==> config.mk <==
export PLATFORM = sky130hd
export DESIGN_NAME = dot_device_flat
export DESIGN_NICKNAME = d
export VERILOG_FILES = /design/src/rtl/dot_pkg.sv /design/src/rtl/dot_link_if.sv /design/src/rtl/dot_device.sv /design/src/flat_wrapper.sv
export VERILOG_INCLUDE_DIRS = /design/src /design/src/rtl
export SDC_FILE = /design/constraint.sdc
export NUM_CORES = 1
export LEC_CHECK = 0
export BUFFER_PORTS_ARGS = -buffer_cell sky130_fd_sc_hd__buf_4
export CAP_MARGIN = 5
export CORE_ASPECT_RATIO = 0.8
export CORE_UTILIZATION = 38
export DETAILED_ROUTE_END_ITERATION = 16
export MAX_ROUTING_LAYER = met4
export PLACE_DENSITY = 0.65
export RECOVER_POWER = 25
export SYNTH_ARGS = -nofsm -noshare
export SYNTH_HDL_FRONTEND = slang
export SYNTH_SLANG_ARGS = --single-unit
==> constraint.sdc <==
create_clock -name core_clk -period 2.69 [get_ports core_clk]
set_input_delay 0.1345 -clock core_clk [delete_from_list [all_inputs] [get_ports core_clk]]
set_output_delay 0.1345 -clock core_clk [all_outputs]
set_load 0.005 [all_outputs]
==> src/rtl/dot_defs.svh <==
// timing counts and constants for the termination control link
`ifndef DOT_DEFS_SVH
`define DOT_DEFS_SVH

`define DOT_CLK_PERIOD_PS 5000
`define DOT_ASYNC_MIN_PS 2000
`define DOT_ASYNC_MAX_PS 8500
`define DOT_ASYNC_MIN_CYC (((`DOT_ASYNC_MIN_PS + `DOT_CLK_PERIOD_PS - 1) / `DOT_CLK_PERIOD_PS) < 1 ? 1 : ((`DOT_ASYNC_MIN_PS + `DOT_CLK_PERIOD_PS - 1) / `DOT_CLK_PERIOD_PS))
`define DOT_ASYNC_MAX_CYC ((`DOT_ASYNC_MAX_PS / `DOT_CLK_PERIOD_PS) < 1 ? 1 : (`DOT_ASYNC_MAX_PS / `DOT_CLK_PERIOD_PS))
`define DOT_WRLAT_W 5
`define DOT_CNT_W 8
`define DOT_PIPE_DEPTH 32
`define DOT_HOLD_ASSERT_CYC 8'h04
`define DOT_HOLD_BL8_CYC 8'h06
`define DOT_HOLD_BC4_CYC 8'h04
`define DOT_SYNC_LAT_OFS 5'h02
`define DOT_ANPD_OFS 5'h01
`define DOT_CPDED_CYC 8'h01
`define DOT_RFC_CYC 8'h40

`endif

==> src/rtl/dot_pkg.sv <==
// command type shared by both ends of the termination control link, plus each end's own state type
package dot_pkg;
    typedef enum logic [2:0] {
        DOT_CMD_NOP,
        DOT_CMD_DESELECT,
        DOT_CMD_WRITE_BL8,
        DOT_CMD_WRITE_BC4,
        DOT_CMD_READ,
        DOT_CMD_REFRESH
    } dot_cmd_type;

    typedef enum logic [2:0] {
        DOT_DEV_ACTIVE,
        DOT_DEV_ENTRY,
        DOT_DEV_PD_ASYNC,
        DOT_DEV_PD_SYNC,
        DOT_DEV_EXIT
    } dot_dev_state_type;

    typedef enum logic [1:0] {
        DOT_CTL_RUN,
        DOT_CTL_PREP,
        DOT_CTL_ENTRY,
        DOT_CTL_PD
    } dot_ctl_state_type;
endpackage

==> src/rtl/dot_link_if.sv <==
// link between memory controller and memory device termination logic
`timescale 1ns/1ps
interface dot_link_if;
    logic odt;
    logic cke;
    dot_pkg::dot_cmd_type cmd;
    logic term_on;

    modport dev (
        input odt,
        input cke,
        input cmd,
        output term_on
    );

    modport ctl (
        output odt,
        output cke,
        output cmd,
        input term_on
    );
endinterface

==> src/rtl/dot_device.sv <==
// memory device end: synchronous, asynchronous and transition termination response
`timescale 1ns/1ps
`include "dot_defs.svh"
module dot_device (
    input wire logic core_clk,
    input wire logic rst,
    input wire logic ce,
    input wire logic ppd_dll_on,
    input wire logic [`DOT_WRLAT_W-1:0] write_latency,
    dot_link_if.dev link,
    output logic term_uncertain,
    output logic async_mode,
    output logic in_powerdown,
    output logic hold_err
);
    logic cke_q;
    logic [`DOT_PIPE_DEPTH-1:0] pipe_q;
    logic [`DOT_CNT_W-1:0] rfc_q;
    logic [`DOT_CNT_W-1:0] wait_q;
    logic [`DOT_CNT_W-1:0] wait_d;
    logic [`DOT_CNT_W-1:0] need_q;
    logic [`DOT_CNT_W-1:0] need_dec;
    logic [`DOT_CNT_W-1:0] need_wr;
    logic [`DOT_WRLAT_W-1:0] sync_idx;
    logic [`DOT_CNT_W-1:0] sync_lat;
    logic cke_fall;
    logic cmd_live;
    logic odt_rise;
    logic odt_fall;
    logic wr_bl8;
    logic wr_bc4;
    logic term_d;
    logic term_q;
    logic uncertain_q;
    logic async_q;
    logic pd_q;
    logic hold_err_q;
    dot_pkg::dot_dev_state_type state_q;
    dot_pkg::dot_dev_state_type state_d;

    // a registered fall of cke marks the first power-down cycle
    assign cke_fall = cke_q & ~link.cke;
    // command receivers are only trusted while cke stays high on both edges
    assign cmd_live = cke_q & link.cke;
    assign odt_rise = link.odt & ~pipe_q[0];
    assign odt_fall = ~link.odt & pipe_q[0];
    assign wr_bl8 = cmd_live && link.cmd == dot_pkg::DOT_CMD_WRITE_BL8 && link.odt;
    assign wr_bc4 = cmd_live && link.cmd == dot_pkg::DOT_CMD_WRITE_BC4 && link.odt;
    // sync latency is write latency minus two; index is one less
    assign sync_lat = `DOT_CNT_W'(write_latency - `DOT_SYNC_LAT_OFS);
    assign sync_idx = `DOT_WRLAT_W'(write_latency - `DOT_SYNC_LAT_OFS - 5'h01);
    assign need_dec = (need_q != 8'h00) ? need_q - 8'h01 : 8'h00;
    assign need_wr = wr_bl8 ? `DOT_HOLD_BL8_CYC - 8'h01 : `DOT_HOLD_BC4_CYC - 8'h01;

    always_ff @(posedge core_clk) begin
        if (rst) begin
            cke_q <= 1'b0;
        end else if (ce) begin
            cke_q <= link.cke;
        end
    end

    // odt is sampled every cycle, power-down or not
    always_ff @(posedge core_clk) begin
        if (rst) begin
            pipe_q <= '0;
        end else if (ce) begin
            pipe_q <= {pipe_q[`DOT_PIPE_DEPTH-2:0], link.odt};
        end
    end

    // refresh in progress, counted down in clock cycles over one refresh cycle time of 64 cycles
    always_ff @(posedge core_clk) begin
        if (rst) begin
            rfc_q <= 8'h00;
        end else if (ce) begin
            if (cmd_live && link.cmd == dot_pkg::DOT_CMD_REFRESH) begin
                rfc_q <= `DOT_RFC_CYC;
            end else if (rfc_q != 8'h00) begin
                rfc_q <= rfc_q - 8'h01;
            end
        end
    end

    always_comb begin
        state_d = state_q;
        wait_d = wait_q;
        case (state_q)
            dot_pkg::DOT_DEV_ACTIVE: begin
                if (cke_fall) begin
                    if (!ppd_dll_on) begin
                        state_d = dot_pkg::DOT_DEV_ENTRY;
                        wait_d = `DOT_CPDED_CYC;
                    end else begin
                        state_d = dot_pkg::DOT_DEV_PD_SYNC;
                    end
                end
            end
            dot_pkg::DOT_DEV_ENTRY: begin
                if (link.cke) begin
                    state_d = dot_pkg::DOT_DEV_EXIT;
                    wait_d = sync_lat;
                end else if (wait_q == 8'h00 && rfc_q == 8'h00) begin
                    // both end points were spent inside the window
                    state_d = dot_pkg::DOT_DEV_PD_ASYNC;
                end else if (wait_q != 8'h00) begin
                    wait_d = wait_q - 8'h01;
                end
            end
            dot_pkg::DOT_DEV_PD_ASYNC: begin
                if (link.cke) begin
                    // stay async until the sync pipe holds current odt history
                    state_d = dot_pkg::DOT_DEV_EXIT;
                    wait_d = sync_lat;
                end
            end
            dot_pkg::DOT_DEV_EXIT: begin
                if (!link.cke) begin
                    state_d = dot_pkg::DOT_DEV_PD_ASYNC;
                end else if (wait_q == 8'h00) begin
                    state_d = dot_pkg::DOT_DEV_ACTIVE;
                end else begin
                    wait_d = wait_q - 8'h01;
                end
            end
            dot_pkg::DOT_DEV_PD_SYNC: begin
                if (link.cke) begin
                    state_d = dot_pkg::DOT_DEV_ACTIVE;
                end
            end
            default: begin
                state_d = dot_pkg::DOT_DEV_ACTIVE;
                wait_d = 8'h00;
            end
        endcase
    end

    always_ff @(posedge core_clk) begin
        if (rst) begin
            state_q <= dot_pkg::DOT_DEV_ACTIVE;
            wait_q <= 8'h00;
        end else if (ce) begin
            state_q <= state_d;
            wait_q <= wait_d;
        end
    end

    // termination response selection
    always_comb begin
        case (state_q)
            dot_pkg::DOT_DEV_PD_ASYNC, dot_pkg::DOT_DEV_EXIT: begin
                // additive latency plays no part here
                term_d = pipe_q[`DOT_ASYNC_MAX_CYC-1];
            end
            dot_pkg::DOT_DEV_ENTRY: begin
                // sync answer stays inside the combined window; pending
                // changes land early at the switch, never past sync latency
                term_d = pipe_q[sync_idx];
            end
            default: begin
                term_d = pipe_q[sync_idx];
            end
        endcase
    end

    always_ff @(posedge core_clk) begin
        if (rst) begin
            term_q <= 1'b0;
            uncertain_q <= 1'b0;
            async_q <= 1'b0;
            pd_q <= 1'b0;
        end else if (ce) begin
            term_q <= term_d;
            uncertain_q <= (state_d == dot_pkg::DOT_DEV_ENTRY);
            async_q <= (state_d == dot_pkg::DOT_DEV_PD_ASYNC) || (state_d == dot_pkg::DOT_DEV_EXIT);
            pd_q <= ~link.cke;
        end
    end

    // minimum odt high time checker, one-cycle error pulse on violation
    always_ff @(posedge core_clk) begin
        if (rst) begin
            need_q <= 8'h00;
            hold_err_q <= 1'b0;
        end else if (ce) begin
            hold_err_q <= odt_fall && need_q != 8'h00;
            // a write on the rising edge must win, else an eight-beat write's longer hold is lost
            if (wr_bl8 || wr_bc4) begin
                need_q <= (need_wr > need_dec) ? need_wr : need_dec;
            end else if (odt_rise) begin
                need_q <= `DOT_HOLD_ASSERT_CYC - 8'h01;
            end else begin
                need_q <= need_dec;
            end
        end
    end

    assign link.term_on = term_q;
    assign term_uncertain = uncertain_q;
    assign async_mode = async_q;
    assign in_powerdown = pd_q;
    assign hold_err = hold_err_q;
endmodule

==> src/flat_wrapper.sv <==
// flat-port wrapper written by rule: the top's interface ports become plain ports
module dot_device_flat 
  (core_clk, rst, ce, ppd_dll_on, write_latency, term_uncertain, async_mode, in_powerdown, hold_err, link_odt, link_cke, link_cmd, link_term_on);
  dot_link_if link_i ();
  input wire logic core_clk;
  input wire logic rst;
  input wire logic ce;
  input wire logic ppd_dll_on;
  input wire logic [`DOT_WRLAT_W-1:0] write_latency;
  output logic term_uncertain;
  output logic async_mode;
  output logic in_powerdown;
  output logic hold_err;
  input wire logic [$bits(link_i.odt)-1:0] link_odt;
  input wire logic [$bits(link_i.cke)-1:0] link_cke;
  input wire logic [$bits(link_i.cmd)-1:0] link_cmd;
  output wire logic [$bits(link_i.term_on)-1:0] link_term_on;
  assign link_i.odt = link_odt;
  assign link_i.cke = link_cke;
  assign link_i.cmd = link_cmd;
  assign link_term_on = link_i.term_on;
  dot_device u_core (.core_clk(core_clk), .rst(rst), .ce(ce), .ppd_dll_on(ppd_dll_on), .write_latency(write_latency), .link(link_i), .term_uncertain(term_uncertain), .async_mode(async_mode), .in_powerdown(in_powerdown), .hold_err(hold_err));
endmodule
======== After elaboration in Yosys (flattened, before gate mapping) ========
Cells that the tools add are included.
cells by class
  add/sub/neg operators ................... 6
  order comparisons ....................... 2
  equal/unequal tests ..................... 17
  mux-type cells .......................... 28
  bitwise operators ....................... 8
  reduce and logical (&&, ||, !) cells .... 19
operators by type and width
  cell                                                                      count
  8-bit two-way mux                                                         14
  8-bit one-hot mux with 5 select lines                                     1
  3-bit two-way mux                                                         8
  8-bit nonzero test                                                        3
  8-bit by 1-bit subtractor with 8-bit output (second input constant)       3
  8-bit logical NOT                                                         2
  3-bit by 2-bit equality test with 1-bit output (second input constant)    5
  3-bit one-hot mux with 5 select lines                                     1
  3-bit equality test (second input constant)                               3
  9-bit AND reduction                                                       1
  8-bit > comparator                                                        1
  2-bit inequality test (second input constant)                             4
  1-bit logical AND                                                         7
  3-bit by 1-bit equality test with 1-bit output (second input constant)    2
  5-bit by 6-bit < comparator with 1-bit output (second input constant)     1
  5-bit by 2-bit subtractor with 6-bit output (second input constant)       1
  1-bit binary-select mux with 5-bit select                                 1
  5-bit by 1-bit subtractor with 5-bit output (second input constant)       1
  5-bit by 2-bit subtractor with 5-bit output (second input constant)       1
  1-bit bitwise AND                                                         4
  1-bit inverter                                                            4
  3-bit logical NOT                                                         1
  3-bit by 2-bit inequality test with 1-bit output (second input constant)  1
  3-bit inequality test (second input constant)                             1
  other kinds (7)                                                           9
word-level totals
  bits in registers ....................... 65
  word-level logic and storage cells ...... 91

======== Logic depth before layout (Yosys ltp) ========
Gate-level depths: netlist of the first run.
  depth after elaboration ................. 7
  depth in mapped cells ................... 12
  depth with buffers taken out ............ 11

======== Worst setup path after synthesis of the first run ========
Ideal clock, no wire load.
  kind .................................... register -> register
  start ................................... register u_core.need_q[2]
  end ..................................... register u_core.need_q[0]
  data arrival time ....................... 2682 ps
  data required time ...................... 2565 ps
  path slack .............................. -117 ps
  cell stages (with the launch flop) ...... 11
  path buffers ............................ 2
  path through ............................ dfxtp_1 buf_2 or4_1 nor3_1 buf_2 nor2_1 ha_1 a22oi_1 or3_1 and3_1 o41a_1
on the way
  longest elaborated chain between the ends .. 5
ends and longest elaborated chain
  element                                                                            RTL line           text
  start, declared                                                                    dot_device.sv:21   logic [`DOT_CNT_W-1:0] need_q;
  start signal, assigned                                                             dot_device.sv:189  need_q <= (need_wr > need_dec) ? need_wr : need_dec;
  start signal, assigned                                                             dot_device.sv:191  need_q <= `DOT_HOLD_ASSERT_CYC - 8'h01;
  start signal, assigned                                                             dot_device.sv:193  need_q <= need_dec;
  8-bit by 1-bit subtractor with 8-bit output or 8-bit nonzero test (tied branches)  dot_device.sv:52   assign need_dec = (need_q != 8'h00) ? need_q - 8'h01 : 8'h00;
  8-bit two-way mux *                                                                dot_device.sv:52
  8-bit > comparator                                                                 dot_device.sv:189
  8-bit two-way mux                                                                  dot_device.sv:189
  8-bit two-way mux *                                                                dot_device.sv:188  if (wr_bl8 || wr_bc4) begin
Mark *: on every way between the ends. The rest lies on a longest branch, timed or not.
A chain may end at the register's enable or synchronous reset.

======== Final worst setup path of the first run ========
  start ................................... register u_core.need_q[2]
  end ..................................... register u_core.need_q[1]
The elaborated chain is that of the path after synthesis.

==> results of run 1 <==
## per-layer routing
metal	GRT usage [%]	vias up	part of all wire (%)
met5	-	-	0
met4	5.41	0	1.0
met3	3.60	10	4.1
met2	29.0	73	45
met1	25.3	1588	50
li1	-	1675	-
## per-stage QoR
step	util [%]	setup TNS [ns]	total power [mW]
finish	46.3	0	3.26
global route	46.3	-0.0164	3.44
CTS	46.2	0	3.27
detailed placement	42.7	-0.152	1.93
global placement	42.7	-0.0194	1.93
floorplan	-	0	1.74
## worst max-delay path by stage
stage	start	to	slack [ns]	depth (start not counted)
5_1_grt	u_core.need_q[2]	u_core.need_q[1]	-0.02	8
6_report	u_core.need_q[2]	u_core.need_q[1]	0.09	8
2_1_floorplan	u_core.need_q[2]	u_core.need_q[0]	0.02	10
3_5_place_dp	u_core.need_q[2]	u_core.need_q[2]	-0.11	8
3_3_place_gp	u_core.need_q[2]	u_core.need_q[2]	-0.02	8
4_1_cts	u_core.need_q[2]	u_core.need_q[1]	0.01	8
## cell families after synthesis
group / Yosys count / share of synthesized area, %
AO/OA/AOI/OAI: 114 / 21.2
XOR/XNOR: 15 / 3.37
adder cells (fa/ha/maj): 11 / 3.53
buffers and inverters: 47 / 5.01
flip-flops: 65 / 33.4
multiplexers: 44 / 14.0
AND/OR/NAND/NOR: 148 / 19.6
## worst reg2reg max path: cells and delay by family, from the launching register on
family	cells	cell delay [ns]
AO/OA/AOI/OAI	5	1.23
adder cells (fa/ha/maj)	1	0.18
flip-flops	1	0.31
AND/OR/NAND/NOR	2	0.71
## layout make-up
| type | count | area, µm² |
|---|---|---|
| clock inverter | 7 | 108 |
| timing repair buffer | 32 | 236 |
| inverter | 18 | 67.6 |
| multi-input combinational | 332 | 2440 |
| tap | 136 | 170 |
| fill | 965 | 5270 |
| sequential | 65 | 1300 |
| clock buffer | 9 | 225 |
## cells in the mapped netlist, types with 7 or more instances
cell / n
nor2_1: 67
dfxtp_1: 65
mux2i_1: 33
a21oi_1: 29
inv_1: 18
clkbuf_1: 17
nand2_1: 16
o31ai_1: 12
ha_1: 11
nor3_1: 11
xor2_1: 11
mux4_2: 8
a211oi_1: 7
nor3b_1: 7
## report_power, final
| group | leakage (nW) | internal (mW) | switching, mW | total, mW |
|---|---|---|---|---|
| combinational | 1.09 | 0.363 | 0.486 | 0.849 |
| sequential | 0.527 | 1.04 | 0.0676 | 1.10 |
| clock | 0.160 | 0.831 | 0.479 | 1.31 |
| total | 1.77 | 2.23 | 1.03 | 3.26 |
## registers in the layout, indices dropped and copies added (netlist names), 3 cells and up
register,cells
u_core.state_q,3
u_core.wait_q,8
u_core.need_q,8
u_core.rfc_q,8
u_core.pipe_q,32
## cells in the final DEF (no fill, tap or decap), drive strengths merged, types with 3 or more instances in the layout
cell,count
or4,4
o311ai,3
o21ai,9
ha,11
o2111ai,6
a2111oi,3
nand2,16
buf,26
dfxtp,65
nor4,4
nor2,67
mux2,3
nor3b,7
mux4,8
nor3,13
o31ai,12
xnor2,4
a211oi,8
a22oi,3
xor2,11
nand3,4
inv,22
a31oi,3
a21oi,30
o21a,3
o211ai,6
o21bai,4
and2,5
nand2b,6
or3,4
and3,4
mux2i,33
clkbuf,15
a311oi,3
## what timing repair did
action                     4_1_cts  5_1_grt
setup endpoints to repair        3        3
pin swaps                        0        1
resized for setup                2        3
==> impl_metrics.tcl, run 1 <==
set metrics [dict create \
    status "finished, final reports clean" \
    fin_skew_ns 0.00719 \
    cts_buffers 9 \
    drc 0 \
    ir_drop_uv 324 \
    grt_max_degree 55 \
    fin_crit_sh_pct 96.5 \
    cts_hold_buffers 0 \
    r2r_slack_ns 0.09 \
    seq_area_frac_synth_pct 33.4 \
    grt_pass1_vias 3235 \
    start_util_pct 39.7 \
    htreeDepth 3 \
    slowest_stage "or4_4" \
    slowest_delay_ns 0.56 \
    die_area_mm2 0.0107 \
    whs_ns 0.0512 \
    slew-limit-headroom_pct 55.7 \
    ys_ff_latch 65 \
    drive_gt1_share_pct 16.8 \
    pre_cts_ws_ns -0.109 \
    hold_end "u_core.need_q[2]" \
    antenna_found_initial 0 \
    crit-reg2reg-capture "u_core.need_q[1]" \
    reg2reg_depth 8 \
    clkLatencyLatePin_ns 0.33 \
    cp-start-kind "register" \
    period_minus_slack_ns 2.60 \
    r2r_start "u_core.need_q[2]" \
    antennaDiodeCount 0 \
    min_path_cells 2 \
    syn_to_final_growth_pct 16.6 \
    powerDensity_mw_per_mm2 718 \
    grt_setup_unrepaired "yes" \
    portBuffers 18 \
    ys.flop_type "dfxtp_1" \
    netlist_area_mm2 0.00390 \
    grt_usage_pct 18.9 \
    routed_wl_mm 9.17 \
    die_w_um 115 \
    clkTransAtPathRegs_ns 0.06 \
    cts-root-buf "clkbuf_16" \
    ios 19 \
    grt_overflow 0 \
    drt_iter0_markers 126 \
    yosys_warnings 0 \
    hold_path.class "in -> reg" \
    hold_viol_final 0 \
    leakagePower_nw 1.77 \
    vias_per_cell 5.59 \
    gp_congestion 0.906 \
    post_cts_buffers 0 \
    clockBufferDepth 2 \
    crit_chain "or4_4 > o31ai_2 > ha_1 > nor2b_2 > o221ai_2 > a2111o_1 > o311ai_2 > o311ai_1" \
    drt-pass1-iter-count 4 \
    die_y_um 92.6 \
    wire_per_inst_um 15.3 \
    synth_edf_count 0 \
    syn_nets 469 \
    crit_path_max_fanout 3 \
    grt_pass1_wl_mm 15.6 \
    synth.avg_cell_area_um2 8.78 \
    final_nets 483 \
    async_flop_share_pct 0 \
    via_count 3346 \
    fmax_mhz 385 \
    fp.coreArea_mm2 0.00981 \
    hpwl_mm 6.27 \
    synth.largest_area_cell "dfxtp_1" \
    dpl-instance-area_mm2 0.00419 \
    setup_viol 0 \
    setup_ws_ns 0.0943 \
    critPathTopFamily "compound AO/OA/AOI/OAI gates" \
    cts_tree "built" \
    yosys-top-cells-area "dfxtp_1 (33%), mux2i_1 (8.5%), nor2_1 (6.5%)" \
    cp.required_ns 2.87 \
    cp.arrival_ns 2.78 \
    worstPathBufferInverterCount 0 \
    maxCapViolCount 0 \
    hp-start "link_cmd[0]" \
    endpoint_kind "register" \
    rows 32 \
    final_area_mm2 0.00454 \
    worst_pin_slew_ns 0.665 \
    criticalPathCategory "reg -> reg" \
    dpl.cell_count 583 \
    ant_nets 0 \
    slew_viol_final 0 \
    synthCells 444 \
    final_cells 599 \
    ys_types 75 \
    clock-sinks 65 \
    synth_top_area_share_pct 33.4 \
]
Power figures use the tool's default switching activity.
==> run 2: changes to the inputs <==
- CTS_BUF_LIST: not set -> sky130_fd_sc_hd__clkbuf_4
- RECOVER_POWER: 25 -> 100
==> run 2 against run 1 <==
  * Clock skew increased by 0.0070 ns
  * Final cell count increased by 0.33%
  * First-iteration DRC count decreased by 11%
  * Combinational power decreased by 0.7%
  * Non-clock buffer count increased by 2
  * Maximum frequency increased by 0.68%
  * Count of clock-buffer cells in the layout unchanged
  * Clock power decreased by 37%
  * Power decreased by 15%
  * Setup slack improved by 0.018 ns
  * Via count decreased by 0.36%
  * Global-route usage about the same
==> impl_metrics.tcl, run 2 (synthesis gave the netlist of run 1 again) <==
set metrics [dict create \
    clkTransAtPathRegs_ns 0.13 \
    switching_share_pct 35.3 \
    drc 0 \
    cp.required_ns 3.01 \
    hold_path.class "in -> reg" \
    die_y_um 92.6 \
    cts_tree "built" \
    p_int_mw 1.79 \
    htreeDepth 3 \
    status "finished, final reports clean" \
    largest_reg_flops 32 \
    fp.coreArea_mm2 0.00981 \
    grt_pass1_vias 3257 \
    grt_usage_pct 18.9 \
    leakagePower_nw 1.70 \
    maxCapViolCount 0 \
    cp-start-kind "register" \
    seqPwrFrac_pct 39.9 \
    start_util_pct 39.7 \
    clock-sinks 65 \
    criticalPathCategory "reg -> reg" \
    portBuffers 18 \
    post_cts_buffers 0 \
    setup_ws_ns 0.112 \
    clock_power_share_pct 29.6 \
    endpoint_kind "register" \
    fin_skew_ns 0.0142 \
    p_total_mw 2.76 \
    grt_pass1_wl_mm 15.4 \
    clockBufferDepth 2 \
    fillers 981 \
    period_minus_slack_ns 2.58 \
    whs_ns 0.0388 \
    wire_per_inst_um 15.1 \
    setup_viol 0 \
    worst_pin_slew_ns 0.769 \
    slowest_delay_ns 0.56 \
    routed_wl_mm 9.08 \
    die_w_um 115 \
    grt_overflow 0 \
    cts-root-buf "clkbuf_4" \
    crit_path_max_fanout 3 \
    r2r_slack_ns 0.11 \
    slew_viol_final 0 \
    ios 19 \
    p_sw_mw 0.975 \
    powerDensity_mw_per_mm2 629 \
    cts_buffers 9 \
    antennaDiodeCount 0 \
    slew-limit-headroom_pct 48.3 \
    ant_nets 0 \
    hold_viol_final 0 \
    syn_to_final_growth_pct 12.8 \
    fin_crit_sh_pct 95.8 \
    slowest_stage "or4_4" \
    drive_gt1_share_pct 16.1 \
    drt_iter0_markers 112 \
    antenna_found_initial 0 \
    largest_register "u_core.pipe_q" \
    vias_per_cell 5.55 \
    combPwrFrac_pct 30.5 \
    hpwl_mm 6.27 \
    drt-pass1-iter-count 4 \
    cp.arrival_ns 2.90 \
    final_nets 485 \
    mostFrequentLayoutCell "nor2_1" \
    mostFrequentLayoutCells "nor2_1 (67), dfxtp_1 (65), mux2i_1 (33)" \
    die_area_mm2 0.0107 \
    rows 32 \
    fin_util_pct 44.8 \
    fmax_mhz 388 \
    grt_max_degree 55 \
    crit_chain "or4_4 > o31ai_2 > ha_1 > nor2b_2 > o221ai_2 > a2111oi_2 > and3_1 > o41a_1" \
    clkLatencyLatePin_ns 0.42 \
    grt_setup_unrepaired "yes" \
    pre_cts_ws_ns -0.109 \
    ir_drop_uv 335 \
    via_count 3334 \
    gp_congestion 0.906 \
]
## run 2: metal layers
layer	global-route usage, %	share of wire (%)	up-vias
met2	28.7	45	59
li1	-	-	1675
met3	3.86	3.5	4
met1	25.0	51	1596
met5	-	0	-
met4	6.28	0.56	0
## run 2: final timing paths
check / startpoint / to / cells after the start
worst max-delay path: u_core.need_q[2] / u_core.need_q[0] / 8
worst min-delay path: ce / u_core.state_q[1] / 2
worst max register to register: u_core.need_q[2] / u_core.need_q[0] / 8
worst min register to register: u_core.in_powerdown / u_core.in_powerdown / 2
## run 2: stage by stage
step / std cells / instance area [µm²] / TNS (ns)
4_1_cts: 601 / 4390 / 0
3_3_place_gp: 583 / 4190 / -0.0194
5_1_grt: 601 / 4400 / -0.0125
2_1_floorplan: 444 / 3910 / 0
6_report: 601 / 4400 / 0
3_5_place_dp: 583 / 4190 / -0.152
## run 2: what timing repair did
item                                    4_1_cts  5_1_grt
hold buffers                                  2        0
gates resized for setup                       2        4
pin swaps                                     0        1
endpoints found under the setup margin        2        3
cloned                                        0        0
endpoints found under the hold margin         2        0
## run 2: area by class of cell
class                           instances  area (µm²)  share of cell area (%)
Clock buffer                            9        67.6                    1.54
Clock inverter                          7         108                    2.45
Inverter                               18        67.6                    1.54
Multi-Input combinational cell        332        2430                    55.3
Sequential cell                        65        1300                    29.6
Tap cell                              136         170                    3.87
Timing Repair Buffer                   34         249                    5.66
## run 2: power groups by stage
stage                     Sequential (mW)  Combinational [mW]  Clock, mW
final                                1.10               0.843      0.819
after global routing                 1.11               0.936      0.888
after CTS                            1.10               0.832      0.844
after detailed placement             1.12               0.811          0
after global placement               1.12               0.810          0
after floorplan                      1.11               0.635          0
## run 2: worst max-delay path, delay by kind of cell (launching register included)
family | cells | cell delay [ns]
flops | 1 | 0.33
compound gates | 4 | 0.92
simple gates | 3 | 0.94
fa+ha+maj | 1 | 0.29
